### config.mk
export PLATFORM = sky130hd
export DESIGN_NAME = tcl_loader
export DESIGN_NICKNAME = d
export VERILOG_FILES = /design/src/hdl/tcl_pkg.sv /design/src/hdl/tcl_fifo.sv /design/src/hdl/tcl_loader.sv
export SDC_FILE = /design/constraint.sdc
export NUM_CORES = 2
export LEC_CHECK = 0
export BUFFER_PORTS_ARGS = -buffer_cell sky130_fd_sc_hd__buf_2
export CAP_MARGIN = 20
export CORE_MARGIN = 4
export CORE_UTILIZATION = 43
export CTS_CLUSTER_SIZE = 30
export DETAILED_ROUTE_END_ITERATION = 10
export MAX_ROUTING_LAYER = met4
export SKIP_LAST_GASP = 1
export SLEW_MARGIN = 10
export SYNTH_ARGS = -nofsm -noshare
export SYNTH_HDL_FRONTEND = slang
export SYNTH_MEMORY_MAX_BITS = 65536
export SYNTH_SLANG_ARGS = --single-unit
### constraint.sdc
create_clock -name clk -period 30.4 [get_ports clk]
set_input_delay 4.56 -clock clk [delete_from_list [all_inputs] [get_ports clk]]
set_output_delay 4.56 -clock clk [all_outputs]
set_load 0.1 [all_outputs]
### src/hdl/tcl_pkg.sv
// constants and types shared by the touch configuration loader
package tcl_pkg;

	// clock and nonvolatile timing
	localparam int unsigned CLK_MHZ        = 200;
	localparam int unsigned ERASE_TIME_US  = 20;
	localparam int unsigned WRITE_TIME_US  = 5;
	localparam logic [11:0] ERASE_CYCLES   = 12'(ERASE_TIME_US * CLK_MHZ);
	localparam logic [11:0] WRITE_CYCLES   = 12'(WRITE_TIME_US * CLK_MHZ);

	// i2c addressing and answers
	localparam logic [7:0]  LOAD_ADDR      = 8'hc0;
	localparam logic [7:0]  STAT_VALID     = 8'h80;
	localparam logic [7:0]  STAT_INVALID   = 8'h01;

	// profile layout in the nonvolatile array
	localparam int unsigned NVM_BYTES      = 512;
	localparam logic [8:0]  PROF_BYTES     = 9'd510;
	localparam logic [8:0]  CRC_HI_IDX     = 9'd510;
	localparam logic [8:0]  CRC_LO_IDX     = 9'd511;
	localparam logic [8:0]  SLAVE_ADDR_IDX = 9'h000;
	localparam logic [3:0]  PKT_BYTES      = 4'h8;
	localparam logic [3:0]  CRC_BYTES      = 4'h2;

	// crc
	localparam logic [15:0] CRC_POLY       = 16'h1021;
	localparam logic [15:0] CRC_INIT       = 16'hffff;

	// fifo in the receive path
	localparam int unsigned FIFO_WIDTH     = 9;
	localparam int unsigned FIFO_DEPTH     = 32;

	// command and event types, low nibble of the first data byte
	typedef enum logic [3:0] {
		TCL_EV_TOUCH   = 4'h0,
		TCL_EV_RELEASE = 4'h1,
		TCL_CMD_MODE   = 4'h8,
		TCL_CMD_UNLOCK = 4'h9,
		TCL_CMD_ERASE  = 4'ha,
		TCL_CMD_WRITE  = 4'hb,
		TCL_CMD_CRC    = 4'hc
	} tcl_type_t;

	typedef enum logic [2:0] {
		TCL_I_IDLE   = 3'b000,
		TCL_I_ADDR   = 3'b001,
		TCL_I_ACK_A  = 3'b010,
		TCL_I_RX     = 3'b011,
		TCL_I_ACK_RX = 3'b100,
		TCL_I_TX     = 3'b101,
		TCL_I_ACK_TX = 3'b110,
		TCL_I_IGNORE = 3'b111
	} tcl_i2c_t;

	typedef enum logic [1:0] {
		TCL_E_IDLE  = 2'b00,
		TCL_E_ERASE = 2'b01,
		TCL_E_WAIT  = 2'b10,
		TCL_E_MODE  = 2'b11
	} tcl_eng_t;

endpackage : tcl_pkg

### src/hdl/tcl_fifo.sv
// synchronous fifo with valid/ready on both sides
`timescale 1ns/100ps
module tcl_fifo #(
	parameter int unsigned WIDTH = 9,
	parameter int unsigned DEPTH = 32
) (
	// clock and reset
	input  wire logic             clk,
	input  wire logic             nrst,
	// fill side
	input  wire logic             in_valid,
	output logic                  in_ready,
	input  wire logic [WIDTH-1:0] in_data,
	// drain side
	output logic                  out_valid,
	input  wire logic             out_ready,
	output logic [WIDTH-1:0]      out_data
);
	localparam int unsigned AW = $clog2(DEPTH);

	typedef struct packed {
		logic [AW-1:0] wp;
		logic [AW-1:0] rp;
		logic [AW:0]   cnt;
	} tcl_fifo_st_t;

	tcl_fifo_st_t     r;
	tcl_fifo_st_t     next_r;
	logic [WIDTH-1:0] mem [DEPTH];
	logic             push;
	logic             pop;

	assign in_ready  = (r.cnt != (AW+1)'(DEPTH));
	assign out_valid = (r.cnt != '0);
	assign out_data  = mem[r.rp];
	assign push      = in_valid & in_ready;
	assign pop       = out_valid & out_ready;

	always_comb begin
		next_r = r;
		if (push) begin
			next_r.wp = r.wp + 1'b1;
		end
		if (pop) begin
			next_r.rp = r.rp + 1'b1;
		end
		next_r.cnt = r.cnt + (AW+1)'(push) - (AW+1)'(pop);
	end

	always_ff @(posedge clk) begin
		if (!nrst) begin
			r <= '0;
		end else begin
			r <= next_r;
		end
	end

	// storage is not reset; occupancy alone marks what is live
	always_ff @(posedge clk) begin
		if (push) begin
			mem[r.wp] <= in_data;
		end
	end

endmodule : tcl_fifo

### src/hdl/tcl_loader.sv
// i2c slave front end: configuration loading, validity check, mode switch
`timescale 1ns/100ps

module tcl_loader (
	// clock and reset
	input  wire logic       clk,
	input  wire logic       nrst,
	// i2c pins, sda open drain
	input  wire logic       scl_i,
	input  wire logic       sda_i,
	output logic            sda_o,
	output logic            sda_oe,
	// interrupt pin, chip select while loading
	input  wire logic       int_i,
	output logic            int_o,
	output logic            int_oe,
	// sensing engine events
	input  wire logic       evt_valid,
	input  wire logic       evt_release,
	input  wire logic [3:0] evt_sensor,
	// status and event packet bytes
	output logic            qual_en,
	output logic            evt_strobe,
	output logic [7:0]      evt_hdr,
	output logic [7:0]      evt_desc,
	output logic            prof_valid
);
	typedef struct packed {
		tcl_pkg::tcl_i2c_t i2c;
		logic [3:0]        bitcnt;
		logic [7:0]        shreg;
		logic              rw;
		logic              first;
		logic              mack;
		logic              sda_oe;
		logic              scl_m;
		logic              scl_s;
		logic              scl_p;
		logic              sda_m;
		logic              sda_s;
		logic              sda_p;
		logic              int_m;
		logic              int_s;
		logic              sensing;
		logic              unlocked;
		logic [3:0]        cmd;
		logic [3:0]        cnt;
		tcl_pkg::tcl_eng_t eng;
		logic [8:0]        wptr;
		logic [8:0]        eidx;
		logic [11:0]       wait_cnt;
		logic              crc_run;
		logic              crc_done;
		logic [8:0]        crc_idx;
		logic [15:0]       crc_acc;
		logic [3:0]        evt_cnt;
		logic [7:0]        evt_hdr;
		logic [7:0]        evt_desc;
		logic              evt_strobe;
	} tcl_state_t;

	tcl_state_t r;
	tcl_state_t next_r;

	// nonvolatile profile image, bytes 510/511 hold the stored crc
	logic [7:0] nvm [tcl_pkg::NVM_BYTES];
	logic       mem_we;
	logic [8:0] mem_addr;
	logic [7:0] mem_wdata;

	logic       fifo_in_valid;
	logic       fifo_in_ready;
	logic       fifo_out_valid;
	logic       fifo_out_ready;
	logic [8:0] fifo_out_data;

	logic       scl_rise;
	logic       scl_fall;
	logic       start_c;
	logic       stop_c;
	logic       nvm_busy;
	logic       valid;
	logic [7:0] status;
	logic       addr_ok;
	logic       byte_ok;

	function automatic logic [15:0] crc_byte(input logic [15:0] acc,
	                                         input logic [7:0]  din);
		logic [15:0] a;
		a = acc ^ {din, 8'h00};
		for (int i = 0; i < 8; i++) begin
			a = a[15] ? ({a[14:0], 1'b0} ^ tcl_pkg::CRC_POLY)
			          : {a[14:0], 1'b0};
		end
		return a;
	endfunction : crc_byte

	// decode used only by the ack path, to refuse erase and write while busy
	function automatic logic is_nvm_cmd(input logic [3:0] t);
		return (t == tcl_pkg::TCL_CMD_ERASE) || (t == tcl_pkg::TCL_CMD_WRITE);
	endfunction : is_nvm_cmd

	function automatic logic [7:0] sensor_desc(input logic [3:0] idx);
		return {4'h0, idx};
	endfunction : sensor_desc

	tcl_fifo #(
		.WIDTH (tcl_pkg::FIFO_WIDTH),
		.DEPTH (tcl_pkg::FIFO_DEPTH)
	) u_fifo (
		.clk       (clk),
		.nrst      (nrst),
		.in_valid  (fifo_in_valid),
		.in_ready  (fifo_in_ready),
		.in_data   ({r.first, r.shreg}),
		.out_valid (fifo_out_valid),
		.out_ready (fifo_out_ready),
		.out_data  (fifo_out_data)
	);

	assign scl_rise = r.scl_s & ~r.scl_p;
	assign scl_fall = ~r.scl_s & r.scl_p;
	assign start_c  = r.scl_s & r.scl_p & ~r.sda_s & r.sda_p;
	assign stop_c   = r.scl_s & r.scl_p & r.sda_s & ~r.sda_p;

	// queued bytes count as busy so a retry lands after the work drains
	assign nvm_busy = (r.eng != tcl_pkg::TCL_E_IDLE) | fifo_out_valid;
	assign valid    = r.crc_done &&
	                  (r.crc_acc == {nvm[tcl_pkg::CRC_HI_IDX],
	                                 nvm[tcl_pkg::CRC_LO_IDX]});
	assign status   = valid ? tcl_pkg::STAT_VALID
	                        : tcl_pkg::STAT_INVALID;

	always_comb begin
		if (!r.sensing) begin
			addr_ok = (r.shreg[7:1] == tcl_pkg::LOAD_ADDR[7:1]);
		end else begin
			// no event buffer here, so reads are refused
			addr_ok = ~r.shreg[0] &&
			          (r.shreg[7:1] ==
			           nvm[tcl_pkg::SLAVE_ADDR_IDX][7:1]);
		end
		byte_ok = r.sensing ||
		          (fifo_in_ready &&
		           !(r.first && is_nvm_cmd(r.shreg[3:0]) && nvm_busy));
	end

	always_comb begin
		next_r         = r;
		mem_we         = 1'b0;
		mem_addr       = '0;
		mem_wdata      = '0;
		fifo_in_valid  = 1'b0;
		fifo_out_ready = 1'b0;
		next_r.scl_m      = scl_i;
		next_r.scl_s      = r.scl_m;
		next_r.scl_p      = r.scl_s;
		next_r.sda_m      = sda_i;
		next_r.sda_s      = r.sda_m;
		next_r.sda_p      = r.sda_s;
		next_r.int_m      = int_i;
		next_r.int_s      = r.int_m;
		next_r.evt_strobe = 1'b0;

		// i2c bit engine
		if (start_c) begin
			next_r.bitcnt = '0;
			next_r.sda_oe = 1'b0;
			next_r.i2c    = (!r.sensing && r.int_s) ? tcl_pkg::TCL_I_IGNORE
			                                        : tcl_pkg::TCL_I_ADDR;
		end else if (stop_c) begin
			next_r.i2c    = tcl_pkg::TCL_I_IDLE;
			next_r.sda_oe = 1'b0;
		end else begin
			unique case (r.i2c)
				tcl_pkg::TCL_I_IDLE, tcl_pkg::TCL_I_IGNORE: begin
					next_r.sda_oe = 1'b0;
				end
				tcl_pkg::TCL_I_ADDR, tcl_pkg::TCL_I_RX: begin
					if (scl_rise) begin
						next_r.shreg  = {r.shreg[6:0], r.sda_s};
						next_r.bitcnt = r.bitcnt + 4'h1;
					end else if (scl_fall && r.bitcnt == 4'h8) begin
						next_r.bitcnt = '0;
						if (r.i2c == tcl_pkg::TCL_I_ADDR) begin
							next_r.rw    = r.shreg[0];
							next_r.first = 1'b1;
							if (addr_ok) begin
								next_r.i2c    = tcl_pkg::TCL_I_ACK_A;
								next_r.sda_oe = 1'b1;
							end else begin
								next_r.i2c = tcl_pkg::TCL_I_IGNORE;
							end
						end else if (byte_ok) begin
							fifo_in_valid = ~r.sensing;
							next_r.first  = 1'b0;
							next_r.i2c    = tcl_pkg::TCL_I_ACK_RX;
							next_r.sda_oe = 1'b1;
						end else begin
							next_r.i2c = tcl_pkg::TCL_I_IGNORE;
						end
					end
				end
				tcl_pkg::TCL_I_ACK_A, tcl_pkg::TCL_I_ACK_RX: begin
					if (scl_fall) begin
						if (r.i2c == tcl_pkg::TCL_I_ACK_A && r.rw) begin
							// plain read carries no command byte
							next_r.i2c    = tcl_pkg::TCL_I_TX;
							next_r.shreg  = status;
							next_r.sda_oe = ~status[7];
						end else begin
							next_r.i2c    = tcl_pkg::TCL_I_RX;
							next_r.sda_oe = 1'b0;
						end
					end
				end
				tcl_pkg::TCL_I_TX: begin
					if (scl_rise) begin
						next_r.bitcnt = r.bitcnt + 4'h1;
					end else if (scl_fall) begin
						if (r.bitcnt == 4'h8) begin
							next_r.i2c    = tcl_pkg::TCL_I_ACK_TX;
							next_r.sda_oe = 1'b0;
							next_r.bitcnt = '0;
						end else begin
							next_r.sda_oe = ~r.shreg[3'd7 - r.bitcnt[2:0]];
						end
					end
				end
				tcl_pkg::TCL_I_ACK_TX: begin
					if (scl_rise) begin
						next_r.mack = ~r.sda_s;
					end else if (scl_fall) begin
						if (r.mack) begin
							next_r.i2c    = tcl_pkg::TCL_I_TX;
							next_r.shreg  = status;
							next_r.sda_oe = ~status[7];
						end else begin
							next_r.i2c = tcl_pkg::TCL_I_IGNORE;
						end
					end
				end
			endcase
		end

		// command engine
		unique case (r.eng)
			tcl_pkg::TCL_E_IDLE: begin
				if (fifo_out_valid) begin
					fifo_out_ready = 1'b1;
					if (fifo_out_data[8]) begin
						next_r.cmd = fifo_out_data[3:0];
						next_r.cnt = '0;
						if (fifo_out_data[3:0] == tcl_pkg::TCL_CMD_MODE) begin
							next_r.eng = tcl_pkg::TCL_E_MODE;
						end else if (fifo_out_data[3:0] ==
						             tcl_pkg::TCL_CMD_UNLOCK) begin
							next_r.unlocked = 1'b1;
						end else if (fifo_out_data[3:0] ==
						             tcl_pkg::TCL_CMD_ERASE && r.unlocked) begin
							next_r.eng  = tcl_pkg::TCL_E_ERASE;
							next_r.eidx = '0;
							next_r.wptr = '0;
						end
					end else if (r.unlocked && r.cmd == tcl_pkg::TCL_CMD_WRITE &&
					             r.cnt < tcl_pkg::PKT_BYTES) begin
						mem_addr   = r.wptr + {5'h00, r.cnt};
						mem_we     = (mem_addr < tcl_pkg::PROF_BYTES);
						mem_wdata  = fifo_out_data[7:0];
						next_r.cnt = r.cnt + 4'h1;
						if (r.cnt == tcl_pkg::PKT_BYTES - 4'h1) begin
							next_r.wptr     = r.wptr + {5'h00, tcl_pkg::PKT_BYTES};
							next_r.eng      = tcl_pkg::TCL_E_WAIT;
							next_r.wait_cnt = tcl_pkg::WRITE_CYCLES;
						end
					end else if (r.unlocked && r.cmd == tcl_pkg::TCL_CMD_CRC &&
					             r.cnt < tcl_pkg::CRC_BYTES) begin
						// stored high byte first
						mem_we     = 1'b1;
						mem_addr   = tcl_pkg::CRC_HI_IDX + {5'h00, r.cnt};
						mem_wdata  = fifo_out_data[7:0];
						next_r.cnt = r.cnt + 4'h1;
					end
				end
			end
			tcl_pkg::TCL_E_ERASE: begin
				mem_we      = 1'b1;
				mem_addr    = r.eidx;
				mem_wdata   = 8'hff;
				next_r.eidx = r.eidx + 9'h001;
				if (r.eidx == tcl_pkg::CRC_LO_IDX) begin
					next_r.eng      = tcl_pkg::TCL_E_WAIT;
					next_r.wait_cnt = tcl_pkg::ERASE_CYCLES;
				end
			end
			tcl_pkg::TCL_E_WAIT: begin
				next_r.wait_cnt = r.wait_cnt - 12'h001;
				if (r.wait_cnt <= 12'h001) begin
					next_r.eng = tcl_pkg::TCL_E_IDLE;
				end
			end
			tcl_pkg::TCL_E_MODE: begin
				// wait for a settled check before deciding
				if (r.crc_done && !mem_we) begin
					next_r.eng = tcl_pkg::TCL_E_IDLE;
					if (valid) begin
						next_r.sensing = 1'b1;
						next_r.evt_cnt = 4'h0;
					end
				end
			end
		endcase

		// background crc; any write restarts it
		if (mem_we) begin
			next_r.crc_run  = 1'b1;
			next_r.crc_done = 1'b0;
			next_r.crc_idx  = '0;
			next_r.crc_acc  = tcl_pkg::CRC_INIT;
		end else if (r.crc_run) begin
			// erased bytes read 0xff, so padding needs no special case
			next_r.crc_acc = crc_byte(r.crc_acc, nvm[r.crc_idx]);
			next_r.crc_idx = r.crc_idx + 9'h001;
			if (r.crc_idx == tcl_pkg::PROF_BYTES - 9'h001) begin
				next_r.crc_run  = 1'b0;
				next_r.crc_done = 1'b1;
			end
		end

		// event packet bytes, only once sensing
		if (r.sensing && evt_valid) begin
			next_r.evt_hdr    = {r.evt_cnt, evt_release ? tcl_pkg::TCL_EV_RELEASE
			                                            : tcl_pkg::TCL_EV_TOUCH};
			next_r.evt_desc   = sensor_desc(evt_sensor);
			next_r.evt_cnt    = r.evt_cnt + 4'h1;
			next_r.evt_strobe = 1'b1;
		end
	end

	always_ff @(posedge clk) begin
		if (!nrst) begin
			r          <= '0;
			r.scl_m    <= 1'b1;
			r.scl_s    <= 1'b1;
			r.scl_p    <= 1'b1;
			r.sda_m    <= 1'b1;
			r.sda_s    <= 1'b1;
			r.sda_p    <= 1'b1;
			r.int_m    <= 1'b1;
			r.int_s    <= 1'b1;
			r.crc_run  <= 1'b1;
			r.crc_acc  <= tcl_pkg::CRC_INIT;
		end else begin
			r <= next_r;
		end
	end

	// nonvolatile: survives reset, so no reset branch
	always_ff @(posedge clk) begin
		if (mem_we) begin
			nvm[mem_addr] <= mem_wdata;
		end
	end

	assign sda_o      = 1'b0;
	assign sda_oe     = r.sda_oe;
	assign int_o      = 1'b1;
	assign int_oe     = r.sensing;
	assign qual_en    = r.sensing;
	assign evt_strobe = r.evt_strobe;
	assign evt_hdr    = r.evt_hdr;
	assign evt_desc   = r.evt_desc;
	assign prof_valid = valid;

endmodule : tcl_loader

==> flow_summary.ini <==
[routing]
dr_wl_met2_mm = 237
via_per_inst = 6.20
dr.pass1.iters = 8
drt-total-wl_mm = 499
dr_wl_met3_mm = 46.2
met1_length_mm = 199
ant_nets = 0
top_layer = met4
drc_errors = 0
drt_iter0_drc = 12700
vias = 91200
wl_per_cell_um = 33.9

[synthesis]
syn_area_per_cell_um2 = 20.4
syn_area_um2 = 178000
synth_most_common_cell = edfxtp_1
synth_seq_cells = 4524
synth_largest_area_cell = edfxtp_1
synth_ff_type = edfxtp_1
yosys-top-cells-count = 4384 x edfxtp_1, 1129 x mux4_2, 747 x nor2_1
synth_cell_types = 85
synth_seq_area_share_pct = 75.7
synth_top_area_share_pct = 74.1
synthArstFlopShare_pct = 0
synth_enable_flop_cells = 4384
yosysWarnings = 0
syn_inst = 8703
synth.area.top_cells = edfxtp_1 74%, mux4_2 14%, mux2i_1 1.7%

[setup_path]
startpoint_type = flip-flop
crit_path_max_fanout = 3
crit_type = flip-flop to output pin
end_kind = output pin
r2r_slack_ns = 22.83
worstPathArrival_ns = 4.07
cp.required_ns = 25.84

[timing]
period_minus_slack_ns = 8.63
hold_viol_final = 0
worstMarginPinSlew_ns = 1.27
fmax_mhz = 116
setup_violations = 0
min_period_over_period_pct = 28.4
slew_headroom_pct = 15.7
skew_ns = 0.0773
slew_violations = 0
fin_ws_ns = 21.77
tns_ns = 0
rsz0062_at_grt = no

[cells_and_area]
drive_above_1_share_pct = 23.2
nets = 8923
final_core_util_pct = 48.5
area_delta_synth_final_pct = 12.0
multiInputGateArea_um2 = 40600
stdcell_count = 14700
regArea_um2 = 134000
fill_cells = 33000

[power_and_ir_drop]
power.total_mw = 16.4
p_leak_nw = 63.4
p_int_mw = 11.8
power.share.switching_pct = 28.0
clkPwrFrac_pct = 34.4
seq_power_share_pct = 45.4
p_per_area_nw_per_um2 = 82.5
comb_power_share_pct = 20.3
p_switching_mw = 4.60
ir_drop_uv = 61.6

[clocking]
cts_max_level = 5
cts_resized = 0
postCtsHoldBufs = 0
clockRootBuffer = clkbuf_16
cts_buffers = 450
clockBufferDepth = 4
clock_sinks = 4524
cts_tree = yes
clock_latency_ns = 1.00
clk_pin_slew_ns = 0.06
post-cts-setup-buffers = 0

[floorplan]
num_rows = 235
core_area_um2 = 411000
die-area_um2 = 424000
num_io_pins = 34
die_h_um = 651
die_x_um = 651
start_util_pct = 43.3

[place]
place.gp.congestion = 0.897
port_buffers = 24
place_ws_ns = 22.56
dp_cells = 13900
dp_hpwl_mm = 302

[grt]
grt-ovfl-total = 0
antenna_found_initial = 27
grt_first_pass_wirelength_mm = 704
track_usage_pct = 23.9
grt_pass1_vias = 89600
grt_max_degree = 197

[hold_path]
hold_path.class = flip-flop to flip-flop

[flow_run]
max_cap_violations = 0

[status]
status = finished, final reports clean
-- power by group through the flow --
| stage | registers (mW) | logic (mW) | clock network [mW] |
|---|---|---|---|
| 2_1_floorplan | 8.37 | 2.10 | 0 |
| 3_3_place_gp | 7.58 | 3.28 | 0 |
| 3_5_place_dp | 7.59 | 3.33 | 0 |
| 4_1_cts | 7.45 | 3.33 | 5.71 |
| 5_1_grt | 7.46 | 3.48 | 6.00 |
| 6_report | 7.46 | 3.33 | 5.65 |
-- state kept, by name (all words and copies together), names as in the netlist, named ones only --
signal      cells
evt_hdr         5
int_oe          1
nvm          4096
next_r          5
sda_oe          1
evt_strobe      1
u_fifo.mem    288
u_fifo.r       16
evt_desc        4
r              93
-- final cells by class --
cell class	count	share of cell area, %
Inverter	57	0.116
Clock buffer	520	5.84
Clock inverter	307	1.66
Antenna cell	16	0.0201
Timing Repair Buffer	237	0.972
Multi-Input combinational cell	3600	20.4
Sequential cell	4524	67.6
Tap cell	5451	3.43
-- worst max-delay path: stages, from the launching register on --
cell      delay (ns)
edfxtp_1        0.42
xor2_1          0.17
nor4_1          0.35
nand4_1         0.67
nor3_1          0.88
buf_2           0.56
-- metal layers --
layer  GRT usage, %  vias to the layer above
met3           4.06                      804
met5              -                        -
met1           33.1                    49100
li1               -                    36300
met4           7.63                        0
met2           36.4                     5033
-- path summary, 6_finish.rpt --
path,end,cells past startpoint,from
setup / recovery,prof_valid,5,nvm[510][4]
hold / removal,next_r[92],1,next_r[93]
setup reg to reg,nvm[297][6],11,flip-flop
hold reg to reg,next_r[92],1,next_r[93]
-- logic make-up after synthesis --
logic type | share of synthesized area, %
xor gates and xnor gates | 0.413
muxes | 16.2
and+or+nand+nor | 3.24
adders and majority gates | 0.304
DFF | 75.7
buffers and inverters | 1.69
other | 0.00423
AOI/OAI and AO/OA | 2.47
-- cells in the final DEF (no fill, tap or decap), types with 64 or more instances in the layout --
cell	netlist	layout
nand2_1	290	275
dfxtp_1	140	131
o221ai_1	79	79
a21oi_1	140	140
mux4_2	1129	1129
buf_4	90	192
clkinv_2	0	105
clkbuf_1	244	64
edfxtp_1	4384	4384
nor2_1	747	737
mux2i_1	301	301
o22ai_1	90	90
nand3_1	79	79
o21ai_0	113	104
clkinv_1	2	97
clkbuf_16	0	454
-- stage by stage --
step	area, µm²	hold slack (ns)
6_report	199000	0.398
4_1_cts	199000	0.394
5_1_grt	199000	0.421
3_5_place_dp	184000	0.393
3_3_place_gp	184000	0.390
2_1_floorplan	178000	0.386
Power figures use the tool's default switching activity.
